**src/hw/ptp_consts.vh**
```
`ifndef PTP_CONSTS_VH
`define PTP_CONSTS_VH
// ----------------------------------------------------------------------------
// Readback register numbers
// ----------------------------------------------------------------------------
`define PTP_REG_CNT0 8'h0C
`define PTP_REG_STS0 8'h0D
`define PTP_REG_CNT1 8'h0E
`define PTP_REG_STS1 8'h0F
`define PTP_REG_CNT2 8'h10
`define PTP_REG_STS2 8'h11
// ----------------------------------------------------------------------------
// Widths and reset values
// ----------------------------------------------------------------------------
`define PTP_CNT_W 8
`define PTP_DIV_W 16
`define PTP_CNT_ZERO 8'h00
`define PTP_CNT_ONE 8'h01
`define PTP_CNT_MAX 8'hFF
`define PTP_DIV_ZERO 16'h0000
`define PTP_DIV_ONE 16'h0001
`define PTP_RD_ZERO 8'h00
// ----------------------------------------------------------------------------
// State readback bit positions
// ----------------------------------------------------------------------------
`define PTP_ST_RUN 0
`define PTP_ST_WAVE 1
`define PTP_ST_MODE 2
`define PTP_ST_CLEAR 3
`endif

```
**src/hw/ptp_timer_core.v**
```verilog
// Behaviour
// - Three channels share one parameterised structure; timer 0 adds pin sources.
// - Each channel is an 8-bit counter behind a 16-bit prescaler.
// - Counter increments by one only on a prescaler output tick.
// - Counter value readable anytime at registers 12, 14, 16.
// - Channel state readable at registers 13, 15, 17.
// - Mode select bit: 0 is timer, 1 is PWM.
// - PWM mode reloads the counter start value automatically.
// - Output and its complement each enabled by own select bit.
// - Tick, clear, run are internal; timer 0 may take them from pins.
// - Tick is prescaler output; timer 0 may divide an external clock.
// - Prescaler division is set by software per channel.
// - Run control starts and stops counting only in timer mode.
// - Counter clear forces the counter to zero.
// - Edge run mode counts between two external rising edges.
// - Timer output is 50% square wave or one-tick pulse.
`timescale 1ns/1ps
`include "ptp_consts.vh"

module ptp_timer_core #(
  parameter NCH = 3,
  parameter CNT_W = `PTP_CNT_W,
  parameter DIV_W = `PTP_DIV_W
) (
  input wire I_CORE_CLK,
  input wire I_RESET,
  input wire [NCH*DIV_W-1:0] I_DIVIDER_SELECT,
  input wire [NCH*CNT_W-1:0] I_COMPARE,
  input wire [NCH*CNT_W-1:0] I_RELOAD,
  input wire [NCH-1:0] I_TIMER_PWM_SELECT,
  input wire [NCH-1:0] I_PULSE_WAVE_SELECT,
  input wire [NCH-1:0] I_SOFT_CLEAR,
  input wire [NCH-1:0] I_SOFT_RUN,
  input wire [NCH-1:0] I_TRUE_OUTPUT_ENABLE,
  input wire [NCH-1:0] I_COMPLEMENT_OUTPUT_ENABLE,
  input wire I_EXT_CLEAR_SOURCE_SELECT,
  input wire I_EXT_RUN_SOURCE_SELECT,
  input wire I_EXT_TICK_SOURCE,
  input wire I_EXT_RUN_EDGE_MODE,
  input wire I_EXT_RUN_PIN,
  input wire I_EXT_CLEAR_PIN,
  input wire I_EXT_CLOCK_PIN,
  input wire [7:0] I_READ_ADDR,
  output reg [7:0] O_READ_DATA,
  output wire [NCH-1:0] O_CHANNEL_OUT_PIN,
  output wire [NCH-1:0] O_CHANNEL_OUT_PIN_OE,
  output wire [NCH-1:0] O_CHANNEL_OUT_N_PIN,
  output wire [NCH-1:0] O_CHANNEL_OUT_N_PIN_OE
);

  // --------------------------------------------------------------------------
  // Timer 0 external source handling
  // --------------------------------------------------------------------------
  // Pins are synchronous; the far side keeps the clock pin below half
  // the master rate, so a single-sample edge detect never misses one.
  reg ext_clk_d;
  reg ext_run_d;
  reg edge_running;
  wire ext_clk_rise = I_EXT_CLOCK_PIN & ~ext_clk_d;
  wire ext_run_rise = I_EXT_RUN_PIN & ~ext_run_d;

  always @(posedge I_CORE_CLK or posedge I_RESET)
  begin
    if (I_RESET)
    begin
      ext_clk_d <= 1'b0;
      ext_run_d <= 1'b0;
      edge_running <= 1'b0;
    end
    else
    begin
      ext_clk_d <= I_EXT_CLOCK_PIN;
      ext_run_d <= I_EXT_RUN_PIN;
      if (ext_run_rise)
        edge_running <= ~edge_running;
    end
  end

  wire ext_run = I_EXT_RUN_EDGE_MODE ? edge_running : I_EXT_RUN_PIN;

  // --------------------------------------------------------------------------
  // Channels
  // --------------------------------------------------------------------------
  wire [NCH-1:0] tick;
  wire [NCH-1:0] clear;
  wire [NCH-1:0] run;
  wire [NCH-1:0] wave;
  wire [NCH*CNT_W-1:0] count;

  genvar g;
  generate
    for (g = 0; g < NCH; g = g + 1)
    begin : gen_ch
      wire src_edge;
      if (g == 0)
      begin : gen_ext
        assign src_edge = I_EXT_TICK_SOURCE ? ext_clk_rise : 1'b1;
        assign clear[g] = I_EXT_CLEAR_SOURCE_SELECT ?
                          I_EXT_CLEAR_PIN : I_SOFT_CLEAR[g];
        assign run[g] = I_EXT_RUN_SOURCE_SELECT ?
                        ext_run : I_SOFT_RUN[g];
      end
      else
      begin : gen_int
        assign src_edge = 1'b1;
        assign clear[g] = I_SOFT_CLEAR[g];
        assign run[g] = I_SOFT_RUN[g];
      end

      ptp_divider #(.DIV_W(DIV_W)) u_div (
        .i_clk(I_CORE_CLK),
        .i_reset(I_RESET),
        .i_src_edge(src_edge),
        .i_divider_select(I_DIVIDER_SELECT[g*DIV_W +: DIV_W]),
        .o_divider_out(tick[g])
      );

      ptp_channel #(.CNT_W(CNT_W)) u_ch (
        .i_clk(I_CORE_CLK),
        .i_reset(I_RESET),
        .i_channel_tick(tick[g]),
        .i_counter_clear(clear[g]),
        .i_count_run(run[g]),
        .i_timer_pwm_select(I_TIMER_PWM_SELECT[g]),
        .i_pulse_wave(I_PULSE_WAVE_SELECT[g]),
        .i_compare(I_COMPARE[g*CNT_W +: CNT_W]),
        .i_reload(I_RELOAD[g*CNT_W +: CNT_W]),
        .o_count(count[g*CNT_W +: CNT_W]),
        .o_channel_wave(wave[g])
      );

      // Pins float while the channel is held cleared or under reset,
      // so idle drivers cannot fight an external pull resistor.
      reg wave_pin;
      reg wave_pin_n;
      reg wave_oe;
      reg wave_n_oe;

      always @(posedge I_CORE_CLK or posedge I_RESET)
      begin
        if (I_RESET)
        begin
          wave_pin <= 1'b0;
          wave_pin_n <= 1'b0;
          wave_oe <= 1'b0;
          wave_n_oe <= 1'b0;
        end
        else
        begin
          wave_pin <= wave[g];
          wave_pin_n <= ~wave[g];
          wave_oe <= I_TRUE_OUTPUT_ENABLE[g] & ~clear[g];
          wave_n_oe <= I_COMPLEMENT_OUTPUT_ENABLE[g] & ~clear[g];
        end
      end

      // Each channel owns its own pin flops, so every output bit has
      // exactly one driver.
      assign O_CHANNEL_OUT_PIN[g] = wave_pin;
      assign O_CHANNEL_OUT_N_PIN[g] = wave_pin_n;
      assign O_CHANNEL_OUT_PIN_OE[g] = wave_oe;
      assign O_CHANNEL_OUT_N_PIN_OE[g] = wave_n_oe;
    end
  endgenerate

  // --------------------------------------------------------------------------
  // Readback
  // --------------------------------------------------------------------------
  function [7:0] state_of;
    input integer ch;
    begin
      state_of = `PTP_RD_ZERO;
      state_of[`PTP_ST_RUN] = run[ch];
      state_of[`PTP_ST_WAVE] = wave[ch];
      state_of[`PTP_ST_MODE] = I_TIMER_PWM_SELECT[ch];
      state_of[`PTP_ST_CLEAR] = clear[ch];
    end
  endfunction

  reg [7:0] next_read_data;

  always @*
  begin
    case (I_READ_ADDR)
      `PTP_REG_CNT0: next_read_data = count[0*CNT_W +: CNT_W];
      `PTP_REG_STS0: next_read_data = state_of(0);
      `PTP_REG_CNT1: next_read_data = count[1*CNT_W +: CNT_W];
      `PTP_REG_STS1: next_read_data = state_of(1);
      `PTP_REG_CNT2: next_read_data = count[2*CNT_W +: CNT_W];
      `PTP_REG_STS2: next_read_data = state_of(2);
      default: next_read_data = `PTP_RD_ZERO;
    endcase
  end

  always @(posedge I_CORE_CLK or posedge I_RESET)
  begin
    if (I_RESET)
      O_READ_DATA <= `PTP_RD_ZERO;
    else
      O_READ_DATA <= next_read_data;
  end

endmodule // ptp_timer_core

```
**src/hw/ptp_divider.v**
```verilog
`timescale 1ns/1ps
`include "ptp_consts.vh"

module ptp_divider #(
  parameter DIV_W = `PTP_DIV_W
) (
  input wire i_clk,
  input wire i_reset,
  input wire i_src_edge,
  input wire [DIV_W-1:0] i_divider_select,
  output reg o_divider_out
);

  reg [DIV_W-1:0] count;

  // A select of zero is treated as divide by one.
  always @(posedge i_clk or posedge i_reset)
  begin
    if (i_reset)
    begin
      count <= {DIV_W{1'b0}};
      o_divider_out <= 1'b0;
    end
    else
    begin
      o_divider_out <= 1'b0;
      if (i_src_edge)
      begin
        if (count + `PTP_DIV_ONE >= i_divider_select)
        begin
          count <= {DIV_W{1'b0}};
          o_divider_out <= 1'b1;
        end
        else
          count <= count + `PTP_DIV_ONE;
      end
    end
  end

endmodule // ptp_divider

```
**src/hw/ptp_channel.v**
```verilog
`timescale 1ns/1ps
`include "ptp_consts.vh"

module ptp_channel #(
  parameter CNT_W = `PTP_CNT_W
) (
  input wire i_clk,
  input wire i_reset,
  input wire i_channel_tick,
  input wire i_counter_clear,
  input wire i_count_run,
  input wire i_timer_pwm_select,
  input wire i_pulse_wave,
  input wire [CNT_W-1:0] i_compare,
  input wire [CNT_W-1:0] i_reload,
  output reg [CNT_W-1:0] o_count,
  output reg o_channel_wave
);

  wire pwm = i_timer_pwm_select;
  // In PWM mode the run control does not gate counting; only the clear
  // stops the counter there.
  wire go = pwm | i_count_run;
  wire hit = (o_count == i_compare);

  always @(posedge i_clk or posedge i_reset)
  begin
    if (i_reset)
    begin
      o_count <= `PTP_CNT_ZERO;
      o_channel_wave <= 1'b0;
    end
    else if (i_counter_clear)
    begin
      o_count <= `PTP_CNT_ZERO;
      o_channel_wave <= 1'b0;
    end
    else if (go && i_channel_tick)
    begin
      if (pwm)
      begin
        if (o_count == `PTP_CNT_MAX)
        begin
          o_count <= i_reload;
          o_channel_wave <= (i_compare > i_reload);
        end
        else
        begin
          o_count <= o_count + `PTP_CNT_ONE;
          if (o_count + `PTP_CNT_ONE >= i_compare &&
              i_compare != `PTP_CNT_MAX)
            o_channel_wave <= 1'b0;
        end
      end
      else if (hit)
      begin
        o_count <= `PTP_CNT_ZERO;
        o_channel_wave <= i_pulse_wave ? 1'b1 : ~o_channel_wave;
      end
      else
      begin
        o_count <= o_count + `PTP_CNT_ONE;
        if (i_pulse_wave)
          o_channel_wave <= 1'b0;
      end
    end
    else if (!pwm && i_pulse_wave && i_channel_tick)
      o_channel_wave <= 1'b0;
  end

endmodule // ptp_channel

```
**config.mk**
```make
export PLATFORM = sky130hd
export DESIGN_NAME = ptp_timer_core
export DESIGN_NICKNAME = d
export VERILOG_FILES = /design/src/hw/ptp_timer_core.v /design/src/hw/ptp_divider.v /design/src/hw/ptp_channel.v
export VERILOG_INCLUDE_DIRS = /design/src /design/src/hw
export SDC_FILE = /design/constraint.sdc
export NUM_CORES = 1
export LEC_CHECK = 0
export BUFFER_PORTS_ARGS = -buffer_cell sky130_fd_sc_hd__buf_2
export CAP_MARGIN = 20
export CORE_MARGIN = 3
export CORE_UTILIZATION = 53
export CTS_BUF_LIST = sky130_fd_sc_hd__clkbuf_16
export DETAILED_ROUTE_END_ITERATION = 8
export PLACE_DENSITY_LB_ADDON = 0.2
export SETUP_SLACK_MARGIN = 0.2
export SLEW_MARGIN = 10
export SYNTH_ARGS = -nofsm -noshare
export SYNTH_HDL_FRONTEND = slang
export SYNTH_SLANG_ARGS = --single-unit
export TNS_END_PERCENT = 50
```
**constraint.sdc**
```tcl
create_clock -name I_CORE_CLK -period 11.8 [get_ports I_CORE_CLK]
set_clock_uncertainty 0.15 [all_clocks]
set_input_delay 3.54 -clock I_CORE_CLK [delete_from_list [all_inputs] [get_ports I_CORE_CLK]]
set_output_delay 3.54 -clock I_CORE_CLK [all_outputs]
set_load 0.1 [all_outputs]
```
Yosys cells after proc, flatten, opt, wreduce, memory -nomap -nowiden
Index checks and enable logic that the tools add are counted.
- bits of input ports: 131
- word-level logic and storage cells: 162
- output and inout port bits: 20
- register bits: 101
- mux-type cells: 54
- magnitude comparators: 9
- add/subtract/negate cells: 6
- equality and inequality tests: 21
- bitwise operators: 20
- reductions and logical operators: 24
- operators by type and width (kind ; count):
    two-way mux 8 bit ; 15
    adder 16 x 1 -> 16 bit (second input constant) ; 3
    greater-or-equal comparator 16 bit ; 3
    two-way mux 16 bit ; 3
    one-hot mux 8 bit (6 select lines) ; 1
    two-way mux 1 bit ; 35
    equality test 8 x 4 -> 1 bit (second input constant) ; 4
    adder 8 x 1 -> 8 bit (second input constant) ; 3
    equality test 8 bit ; 3
    equality test 8 bit (second input constant) ; 3
    greater-or-equal comparator 8 bit ; 3
    greater-than comparator 8 bit ; 3
    inequality test 8 bit (second input constant) ; 3
    equality test 8 x 5 -> 1 bit (second input constant) ; 2
    inequality test 5 x 4 -> 1 bit (second input constant) ; 3
    logical AND 1 bit ; 12
    inequality test 5 bit (second input constant) ; 2
    inverter 1 bit ; 9
    AND reduction 3 bit ; 3
    nonzero test 3 bit ; 3
    bitwise AND 1 bit ; 8
    nonzero test 2 bit ; 3
    inequality test 5 x 3 -> 1 bit (second input constant) ; 1
    logical NOT 1 bit ; 3
    bitwise OR 1 bit ; 3

Logic depth before layout (Yosys ltp)
Gate-level depths: netlist (run 1).
- depth after elaboration: 8
- depth in mapped cells: 14
- depth with buffers taken out: 13

Cells and area by module
From an unflattened synthesis (run 1), not the netlist that was laid out.
- cells, all modules: 1015
- area total of the unflattened synthesis: 9022.4 sq um
- by module, submodules not included (module ; instances ; cells each ; area each (sq um) ; sequential area each (sq um)):
    ptp_divider ; 3 ; 161 ; 1471.4 ; 425.4
    ptp_channel (gen_ch[0].u_ch ...) ; 2 ; 142 ; 1144.8 ; 225.2
    ptp_channel (gen_ch[2].u_ch) ; 1 ; 149 ; 1202.4 ; 225.2
    ptp_timer_core ; 1 ; 99 ; 1116.1 ; 575.6

Worst setup path after synthesis (run 1)
OpenSTA, ideal clock, no wires.
- path kind: input-to-reg
- start point: in I_DIVIDER_SELECT[25]
- end point: reg gen_ch[1].u_div.count[10]
- library setup time: 0.073 ns
- cell stages on the path: 10
- path buffers: 2
- data arrival time: 5.132 ns
- required time: 11.577 ns
- path slack: 6.446 ns
- path through: inv_1 -> ha_1 -> a21oi_1 -> nor2b_1 -> o21ai_1 -> a21oi_1 -> or4_1 -> clkbuf_1 -> buf_2 -> nor2b_1
- cells in the longest elaborated chain, start to end: 2
- ends and longest elaborated chain (item ; RTL line ; text):
    start, declared ; ptp_timer_core.v:27 ; input wire [NCH*DIV_W-1:0] I_DIVIDER_SELECT,
    greater-or-equal comparator 16 bit ; ptp_divider.v:29 ; if (count + `PTP_DIV_ONE >= i_divider_select)
    two-way mux 16 bit ; ptp_divider.v:29 ;
    end signal, assigned ; ptp_divider.v:21 ; count <= {DIV_W{1'b0}};
    end signal, assigned ; ptp_divider.v:31 ; count <= {DIV_W{1'b0}};
    end signal, assigned ; ptp_divider.v:35 ; count <= count + `PTP_DIV_ONE;
    end, declared ; ptp_divider.v:14 ; reg [DIV_W-1:0] count;
No other way between the ends.
A chain may end at the register's enable or synchronous reset.

Worst setup path after layout (run 1)
- start point: in I_DIVIDER_SELECT[0]
- end point: reg gen_ch[0].u_div.count[0]
- cells in the longest elaborated chain, start to end: 2
- ends and longest elaborated chain (item ; RTL line):
    greater-or-equal comparator 16 bit ; ptp_divider.v:29
    two-way mux 16 bit ; ptp_divider.v:29
    end signal, assigned ; ptp_divider.v:21
    end signal, assigned ; ptp_divider.v:31
    end signal, assigned ; ptp_divider.v:35
    end, declared ; ptp_divider.v:14
No other way between the ends.

==> out/metrics.csv, run 1 <==
metric,value,unit
Peak VDD IR,103,uV
Root Driver,clkbuf_16,
endpoints failing setup,0,
Multi-input gate area,4990,um2
Vert. Die Dim,131,um
Post-DP HPWL,15100,um
initial drt markers,344,
I/O pin cnt,151,
clk sinks,101,
vias in the first global route,6619,
GR Util All Layers,22.6,%
synthesized area,8240,um2
unique cell type count in the Yosys netlist,64,
Worst Hold Class,reg2reg,
Slew HR,43.7,%
pre-CTS setup slack,6.08,ns
RSZ-0062 raised after global routing,false,
post-route setup slack,6.45,ns
largest net degree at the start of global routing,68,
register bit total from synthesis,101,
CTS tree,built,
GRT Residual Overflow,0,
Reg area,2530,um2
Worst Path Max Fanout,18,
post-DR wirelength/cell,14.7,um
R2R Path End,gen_ch[0].u_div.count[0],
Vias/cell,5.57,
top cell type by total area after synthesis,dfrtp_1,
initial core utilization,55.4,%
later-pin clock latency in the skew report,0.35,ns
Fill cells,1363,
CP Class,in2reg,
Async SR Flop Fraction,100,%
worst path cell trace,buf_2 -> ha_1 -> nand2b_1 -> a211oi_1 -> o211ai_1 -> a211o_1 -> nor2_2 -> mux2_2,
Die W,131,um
Worst-path clk slew,0.06,ns
Post-Route Utilization,62.6,%
Worst Hold End,gen_ch[1].wave_pin,
nets,1325,
worst-case reg-to-reg path depth,13,
leak pwr,0.00504,uW
Final min period,5.35,ns
Top delay family on crit path,compound AO/OA/AOI/OAI gates,
"Period Utilization, post-route",45.3,%
IO buf count,150,
number of flops mapped to enable cells by yosys,0,
Worst Max-Slew Pin Slew,0.840,ns
n_diodes,0,
via count,7131,
"Hold-fix buffers, CTS",0,
H-tree Lvls,3,
status,"finished, final reports clean",
maxcap violations,0,
Main synth FF type,dfrtp_1,
Yosys top cell area share,30.7,%
Avg Synthesized Cell Area,8.52,um2
"Slew Viols, Final",0,
most common cell in the netlist,inv_1,
Synth Warn #,0,
gpl congestion,0.896,
Core Region,14900,um2
Worst Path Buf+Inv,1,
"Seq/Total Area, Yosys",30.7,%
Pre-antenna DRT Iters,5,
Critical Path Slowest Stage Cell,a211o_1,
Power Density,110,nW/um2
Hold Path Cell Cnt,0,
synthesis-to-layout area growth,13.0,%
Resize count post-CTS,0,
first-pass GRT wire length,31300,um
top post-synthesis cells by count,"inv_1, ha_1, dfrtp_1",
CP arrival,5.48,ns
endpoints failing hold,0,
Achievable Freq,187,MHz
"slowest stage delay, CP",0.46,ns
Worst setup SP type,input port,
DRC errors left,0,
Hold Startpoint,gen_ch[1].u_ch.o_channel_wave,
Inserted Clock Buffers,9,
main area contributors after synthesis,"dfrtp_1, ha_1, inv_1",
routed wire length,18900,um
post-CTS setup buffer count,0,
Antenna Violating Nets Remaining,0,
site row count,44,
initial antenna violation count,2,
Clock Path Buffers,2,
setup TNS,0,ns
Cells after Synth,967,
layout cells sized above 1,16.4,%
"Data required, critical path",11.94,ns
worst reg2reg path startpoint,gen_ch[0].u_div.count[0],
full die area,17100,um2
Syn Nets,1200,
Worst setup EP type,flip-flop,
R2R Setup Slk,8.17,ns
[power breakdown]
group          leakage [uW]  switching [uW]  internal [uW]  total (uW)
Sequential          0.00135            44.3            390         434
Combinational       0.00355             161            134         295
Clock              0.000143             132            163         295
[final cells by class]
type,count,area share [%]
multi-input combinational,696,53.6
sequential,101,27.2
timing repair buffer,153,8.31
inverter,131,5.31
tap,184,2.47
clock buffer,9,2.42
clock inverter,6,0.699
[metrics by stage]
| step | hold WS [ns] | std cells | area [um2] | total power [uW] |
|---|---|---|---|---|
| 3_3_place_gp | 0.276 | 1265 | 9020 | 727 |
| 6_report | 0.286 | 1280 | 9310 | 1020 |
| 5_1_grt | 0.316 | 1280 | 9310 | 1100 |
| 3_5_place_dp | 0.283 | 1265 | 9020 | 737 |
| 4_1_cts | 0.298 | 1280 | 9310 | 1040 |
| 2_1_floorplan | 0.240 | 967 | 8240 | 650 |
[worst max-delay path by stage]
| stage | startpoint | endpoint | slack [ns] | cells past startpoint |
|---|---|---|---|---|
| 2_1_floorplan | I_RESET | O_READ_DATA[0] | 5.46 | 1 |
| 3_3_place_gp | I_DIVIDER_SELECT[0] | gen_ch[0].u_div.count[0] | 6.10 | 8 |
| 3_5_place_dp | I_DIVIDER_SELECT[0] | gen_ch[0].u_div.count[0] | 6.08 | 8 |
| 4_1_cts | I_DIVIDER_SELECT[0] | gen_ch[0].u_div.count[0] | 6.46 | 8 |
| 5_1_grt | I_DIVIDER_SELECT[0] | gen_ch[0].u_div.count[0] | 6.31 | 8 |
| 6_report | I_DIVIDER_SELECT[0] | gen_ch[0].u_div.count[0] | 6.45 | 8 |
[placed cells by master, fill, tap and decap left out, types with 36 or more instances in the layout]
cell	instances
dfrtp_1	101
buf_2	150
nor2b_1	36
a21oi_1	44
nor2_1	60
inv_1	130
nand2_1	72
ha_1	102
xor2_1	37
xnor2_1	44
o21ai_0	49
[routing by layer]
metal | GRT usage, % | share of wire [%] | vias up
met4 | 4.36 | 0.90 | 4
met1 | 29.8 | 45 | 3337
met5 | 0 | 0.074 | -
met3 | 5.61 | 6.2 | 16
li1 | - | - | 3586
met2 | 37.9 | 48 | 188
[sequential cells by signal (all words and copies together), names as in the netlist, 3 cells and up]
| name | cells |
|---|---|
| gen_ch.wave_n_oe | 3 |
| gen_ch.wave_oe | 3 |
| gen_ch.wave_pin_n | 3 |
| gen_ch.u_div.count | 48 |
| gen_ch.u_ch.o_count | 24 |
| gen_ch.u_div.o_divider_out | 3 |
| gen_ch.u_ch.o_channel_wave | 3 |
| O_READ_DATA | 8 |
| gen_ch.wave_pin | 3 |
[cell families (layout without fill, tap and decap cells)]
logic type,Yosys count,after routing,synth area share (%)
DFF,101,101,30.7
muxes,8,8,1.44
adders and majority gates,102,102,15.5
buffers and inverters,170,299,8.70
and+or+nand+nor,305,305,19.2
AOI/OAI and AO/OA,199,199,15.7
xor gates and xnor gates,82,82,8.81
No activity file was read; power rests on OpenSTA's default activity.
==> run 2: changes to the inputs <==
Settings changed: ABC_AREA from default to 1.
Clock period 11.8 ns to 5.15 ns, I/O delays scaled along.
==> out/metrics.csv, run 2 <==
metric,value,unit,change
status,"finished, final reports clean",,
top post-synthesis cells by count,"nand2_1, inv_1, ha_1",,
Avg Synthesized Cell Area,6.90,um2,-19%
Worst-path clk slew,0.07,ns,about the same
Synth Warn #,0,,unchanged
most common cell in the netlist,nand2_1,,
Biggest register,gen_ch.u_div.count,,
Async SR Flop Fraction,100,%,unchanged
Worst setup EP type,flip-flop,,
nets,1668,,+26%
largest family of logic cells by synthesized area,simple AND/OR/NAND/NOR gates,,
n_diodes,0,,unchanged
Pre-antenna DRT Iters,7,,+2
later-pin clock latency in the skew report,0.35,ns,about the same
CTS tree,built,,
Resize count post-CTS,0,,unchanged
leak pwr,0.00590,uW,+17%
Post-DP HPWL,17100,um,+13%
post-CTS setup buffer count,0,,unchanged
layout cells sized above 1,14.7,%,-1.7 points
"most common cell after layout, fill and taps aside",nand2_1,,
Syn Nets,1535,,+28%
number of flops mapped to enable cells by yosys,0,,unchanged
worst reg2reg path startpoint,gen_ch[0].u_div.count[0],,
Hold Startpoint,gen_ch[0].u_ch.o_channel_wave,,
unique cell type count in the Yosys netlist,43,,-33%
register bit total from synthesis,101,,unchanged
Achievable Freq,330,MHz,
IO buf count,150,,unchanged
Peak VDD IR,179,uV,+75%
Compound-Gate Fraction of Synth Area,10.6,%,-5.0 points
Worst setup SP type,flip-flop,,
top cell type by total area after synthesis,dfrtp_1,,
setup TNS,0,ns,unchanged
"Seq/Total Area, Yosys",28.1,%,-2.5 points
Vias/cell,5.09,,-8.6%
clk sinks,101,,unchanged
Main synth FF type,dfrtp_1,,
"Slew Viols, Final",0,,unchanged
endpoints failing setup,0,,unchanged
maxcap violations,0,,unchanged
DRC errors left,0,,unchanged
GRT Residual Overflow,0,,unchanged
synthesis-to-layout area growth,12.2,%,
Power Density,220,nW/um2,+100%
Hold Path Cell Cnt,0,,unchanged
Worst Path Max Fanout,17,,-1
"Data required, critical path",5.26,ns,-6.68 ns
initial drt markers,618,,+80%
Root Driver,clkbuf_16,,
multiplexer share of the synthesized area,0,%,-1.4 points
Final min period,3.03,ns,
routed wire length,21200,um,+13%
Worst Max-Slew Pin Slew,0.571,ns,-0.269 ns
via count,8419,,+18%
Inserted Clock Buffers,9,,unchanged
Top Registers,"gen_ch.u_div.count (48), gen_ch.u_ch.o_count (24), O_READ_DATA (8)",,
vias in the first global route,8023,,+21%
post-synthesis adder-cell area fraction,14.2,%,-1.3 points
main area contributors after synthesis,"dfrtp_1, ha_1, nand2_1",,
Slew HR,61.9,%,+18 points
Cells after Synth,1302,,+35%
R2R Setup Slk,2.12,ns,-6.05 ns
post-synthesis xor/xnor area fraction,5.25,%,-3.6 points
CP Class,reg2reg,,
Worst Hold Class,reg2reg,,
I/O pin cnt,151,,unchanged
Placed Cells,1639,,+30%
initial antenna violation count,1,,-1
worst-case reg-to-reg path depth,12,,-1
Die W,136,um,+4.2%
GR Util All Layers,23.9,%,+1.4 points
largest net degree at the start of global routing,83,,+22%
Vert. Die Dim,136,um,+4.2%
endpoints failing hold,0,,unchanged
first-pass GRT wire length,36600,um,+17%
R2R Path End,gen_ch[0].u_div.count[2],,
most frequent cells in the layout,"nand2_1, inv_1, buf_2",,
post-DR wirelength/cell,12.8,um,-13%
synthesized area,8980,um2,+9.0%
Clock Path Buffers,2,,unchanged
Antenna Violating Nets Remaining,0,,unchanged
Worst Hold End,gen_ch[0].wave_pin,,
full die area,18500,um2,+8.6%
Core Region,16200,um2,+9.2%
post-synthesis simple-gate area fraction,28.2,%,+9.0 points
Yosys top cell area share,28.1,%,-2.5 points
H-tree Lvls,3,,unchanged
RSZ-0062 raised after global routing,false,,
Final Non-Filler Cells,1653,,+29%
site row count,46,,+4.5%
"Period Utilization, post-route",58.8,%,
initial core utilization,55.3,%,-0.10 points
CP arrival,3.14,ns,-2.34 ns
max reg flops,48,,unchanged
gpl congestion,0.939,,+4.7%
"Hold-fix buffers, CTS",0,,unchanged
==> run 2: changes by cell type after synthesis, sizes merged, moves of 20 or more <==
cell / change
a21oi: +20
nand2: +265
and3: -23
nand3: +29
nor2b: -36
nor2: +48
nor3: +23
xnor2: -31
inv: +133
==> run 2: per-stage QoR <==
stage | power, uW | area [um2] | utilization (%) | hold slack [ns] | worst slack (ns)
2_1_floorplan | 1400 | 8980 | - | 0.204 | 0.808
3_3_place_gp | 1550 | 9790 | 60.3 | 0.215 | 1.87
3_5_place_dp | 1580 | 9790 | 60.3 | 0.243 | 1.82
4_1_cts | 2240 | 10100 | 62.0 | 0.255 | 2.12
5_1_grt | 2400 | 10100 | 62.1 | 0.267 | 1.85
6_report | 2220 | 10100 | 62.1 | 0.248 | 2.12
==> run 2: metal layers <==
metal,vias up,share of wire [%],global-route usage (%)
met4,2,0.81,5.66
met2,256,46,38.8
met5,-,0.033,0
li1,4376,-,-
met1,3771,47,33.6
met3,14,6.8,3.85
==> run 2: worst max-delay path by stage <==
stage	start	end	slack (ns)	cells past startpoint
2_1_floorplan	I_RESET	O_READ_DATA[0]	0.81	1
3_3_place_gp	I_DIVIDER_SELECT[13]	gen_ch[0].u_div.count[2]	1.87	8
3_5_place_dp	I_DIVIDER_SELECT[15]	gen_ch[0].u_div.count[3]	1.82	8
4_1_cts	gen_ch[0].u_div.count[0]	gen_ch[0].u_div.count[14]	2.12	12
5_1_grt	gen_ch[2].u_div.count[0]	gen_ch[2].u_div.count[0]	1.85	14
6_report	gen_ch[0].u_div.count[0]	gen_ch[0].u_div.count[2]	2.12	12
==> run 2: logic make-up after synthesis <==
logic type / after synthesis
buffers and inverters: 295
and+or+nand+nor: 581
xor gates and xnor gates: 53
AOI/OAI and AO/OA: 170
DFF: 101
adders and majority gates: 102
==> run 2: layout make-up <==
class	instances	area, um2
inverters	265	997
multi-input cells	906	5230
well taps	216	270
clock inverters	4	45.0
fillers	1565	6150
flip-flops and latches	101	2530
repair buffers	152	778
clock buffers	9	225
==> run 2: critical path: stages, from the launching register on <==
cell	delay, ns
dfrtp_1	0.51
ha_1	0.29
inv_1	0.06
nor2_1	0.24
nand3_1	0.15
xor2_1	0.18
inv_2	0.05
ha_1	0.26
nand2_1	0.11
nor2_1	0.05
a21oi_1	0.27
nand3_2	0.34
o21ai_0	0.28
==> run 2: where the power goes <==
part | total, uW | leakage (uW) | switching [uW] | internal, uW
sequential | 946 | 0.00135 | 74.0 | 872
clock | 657 | 0.000136 | 292 | 365
combinational | 616 | 0.00441 | 370 | 246
==> run 3: changes to the inputs <==
Settings changed: ABC_AREA 1 to 0.
Clock period 5.15 ns to 2.84 ns, I/O delays scaled along.
==> out/metrics.csv, run 3 (synthesized netlist as in run 1, its figures left out) <==
metric,value,unit,change
status,finished with violations,,
failing checks,setup timing,,
I/O pin cnt,151,,unchanged
CTS tree,built,,
Post-DP HPWL,15900,um,-7.0%
Vert. Die Dim,131,um,-4.0%
Worst setup SP type,flip-flop,,
Root Driver,clkbuf_16,,
Inserted Clock Buffers,9,,unchanged
Final min period,2.99,ns,-0.0406 ns
Biggest register,gen_ch.u_div.count,,
nets,1410,,-15%
DRC errors left,0,,unchanged
Power Density,444,nW/um2,+100%
Vias/cell,5.55,,+9.0%
full die area,17100,um2,-7.9%
Peak VDD IR,366,uV,+100%
initial antenna violation count,4,,+3
"slowest stage delay, CP",0.38,ns,-0.13 ns
Worst Path Max Fanout,5,,-12
layout cells sized above 1,30.9,%,+16 points
clk sinks,101,,unchanged
"most common cell after layout, fill and taps aside",buf_2,,
synthesis-to-layout area growth,29.4,%,
setup TNS,-3.19,ns,-3.19 ns
endpoints failing hold,0,,unchanged
Achievable Freq,334,MHz,+1.4%
CP Class,reg2reg,,
GRT Residual Overflow,0,,unchanged
Worst-path clk slew,0.07,ns,about the same
"most used cell, CP",and3_4,,
Pre-antenna DRT Iters,4,,-3
initial drt markers,423,,-32%
Antenna Violating Nets Remaining,0,,unchanged
Post-Route Utilization,71.7,%,+9.7 points
max reg flops,48,,unchanged
Critical Path Slowest Stage Cell,dfrtp_1,,
routed wire length,21300,um,+0.33%
largest net degree at the start of global routing,102,,+23%
Slew HR,60.3,%,-1.6 points
Top Registers,"gen_ch.u_div.count (48), gen_ch.u_ch.o_count (24), O_READ_DATA (8)",,
Die W,131,um,-4.0%
worst-case reg-to-reg path depth,13,,+1
Worst setup EP type,flip-flop,,
IO buf count,150,,unchanged
Fin Hold WS,0.306,ns,+0.0583 ns
initial core utilization,55.4,%,+0.10 points
Clock Path Buffers,2,,unchanged
GR Util All Layers,24.2,%,+0.28 points
most frequent cells in the layout,"buf_2, inv_1, dfrtp_1",,
"Slew Viols, Final",0,,unchanged
Worst Max-Slew Pin Slew,0.595,ns,+0.0239 ns
vias in the first global route,7137,,-11%
RSZ-0062 raised after global routing,true,,
site row count,44,,-4.3%
via count,7590,,-9.8%
post-DR wirelength/cell,15.6,um,+21%
Worst Hold Class,reg2reg,,
worst path cell trace,ha_2 -> and3_4 -> and3_4 -> and2_4 -> nand3_4 -> xnor2_4 -> ha_4 -> nand4_1 -> a211oi_2 -> a211o_4 -> nor2_4 -> buf_6 -> mux2_2,,
H-tree Lvls,3,,unchanged
leak pwr,0.00554,uW,-6.0%
"Data required, critical path",2.93,ns,-2.33 ns
later-pin clock latency in the skew report,0.35,ns,about the same
"Period Utilization, post-route",105,%,+46 points
CP arrival,3.08,ns,-0.06 ns
gpl congestion,0.848,,-9.7%
post-route setup slack,-0.150,ns,-2.27 ns
Fill cells,1164,,-26%
endpoints failing setup,38,,+38
first-pass GRT wire length,33500,um,-8.5%
Core Region,14900,um2,-8.4%
maxcap violations,0,,unchanged
Hold Path Cell Cnt,0,,unchanged
run 3: changes by cell type in the layout (fill, tap and decap cells not counted), moves of 13 or more:
cell / before / now
nand2_1: 330 / 70
inv_1: 259 / 130
buf_4: 1 / 77
nor2_1: 101 / 47
nor2b_1: 0 / 33
nand3_1: 58 / 28
a21oi_1: 64 / 40
xnor2_1: 14 / 36
nor3_1: 24 / 10
and3_1: 0 / 13
run 3: final cells by class:
cell class	instances	area [um2]	share of cell area, %
multi-input combinational	696	5630	52.8
sequential	101	2540	23.8
timing repair buffer	238	1490	14.0
inverter	131	495	4.65
tap	184	230	2.16
clock buffer	9	225	2.11
clock inverter	7	52.6	0.493
antenna	1	2.50	0.0235
run 3: per-layer routing:
layer / GRT usage, % / wire length, um
met5: 0 / 22
met4: 4.36 / 315
met3: 5.89 / 1110
met2: 41.9 / 10700
met1: 31.2 / 9210
run 3: critical path: cells and delay by family, from the launching register on:
family	cells	cell delay [ns]
adder cells (fa/ha/maj)	2	0.47
XOR/XNOR	1	0.17
AND/OR/NAND/NOR	6	0.83
flip-flops	1	0.38
AO/OA/AOI/OAI	2	0.47
multiplexers	1	0.25
buffers and inverters	1	0.15
run 3: path summary, 6_finish.rpt:
kind / startpoint / endpoint / slack [ns]
min in group asynchronous: I_RESET / gen_ch[2].u_div.count[9] / 0.50
max reg2reg: gen_ch[0].u_div.count[0] / gen_ch[0].u_div.count[0] / -0.15
max in group asynchronous: I_RESET / gen_ch[0].u_ch.o_count[1] / 1.61
min reg2reg: gen_ch[1].u_ch.o_channel_wave / gen_ch[1].wave_pin / 0.31
min: gen_ch[1].u_ch.o_channel_wave / gen_ch[1].wave_pin / 0.31
max: gen_ch[0].u_div.count[0] / gen_ch[0].u_div.count[0] / -0.15
run 3: through the flow:
step                      power [uW]  setup slack (ns)  cells  area [um2]
after CTS                       4610            -0.170   1358       10200
after detailed placement        3310            -0.351   1336        9580
final                           4730            -0.150   1367       10700
after global routing            5060            -0.271   1367       10700
after floorplan                 2700            -0.246    967        8240
after global placement          3250            -0.220   1336        9580
run 3: timing repair:
| item | in CTS | in global routing |
|---|---|---|
| hold buffers | 0 | 0 |
| gates cloned | 2 | 1 |
| setup buffers | 4 | 7 |
| setup endpoints to repair | 53 | 54 |
| pin swaps | 57 | 27 |
| resized for setup | 84 | 62 |
| endpoints found under the hold margin | 0 | 0 |
run 3: power breakdown:
group / switching, uW / internal [uW] / total [uW]
clock: 566 / 601 / 1170
sequential: 160 / 1620 / 1780
combinational: 908 / 879 / 1790
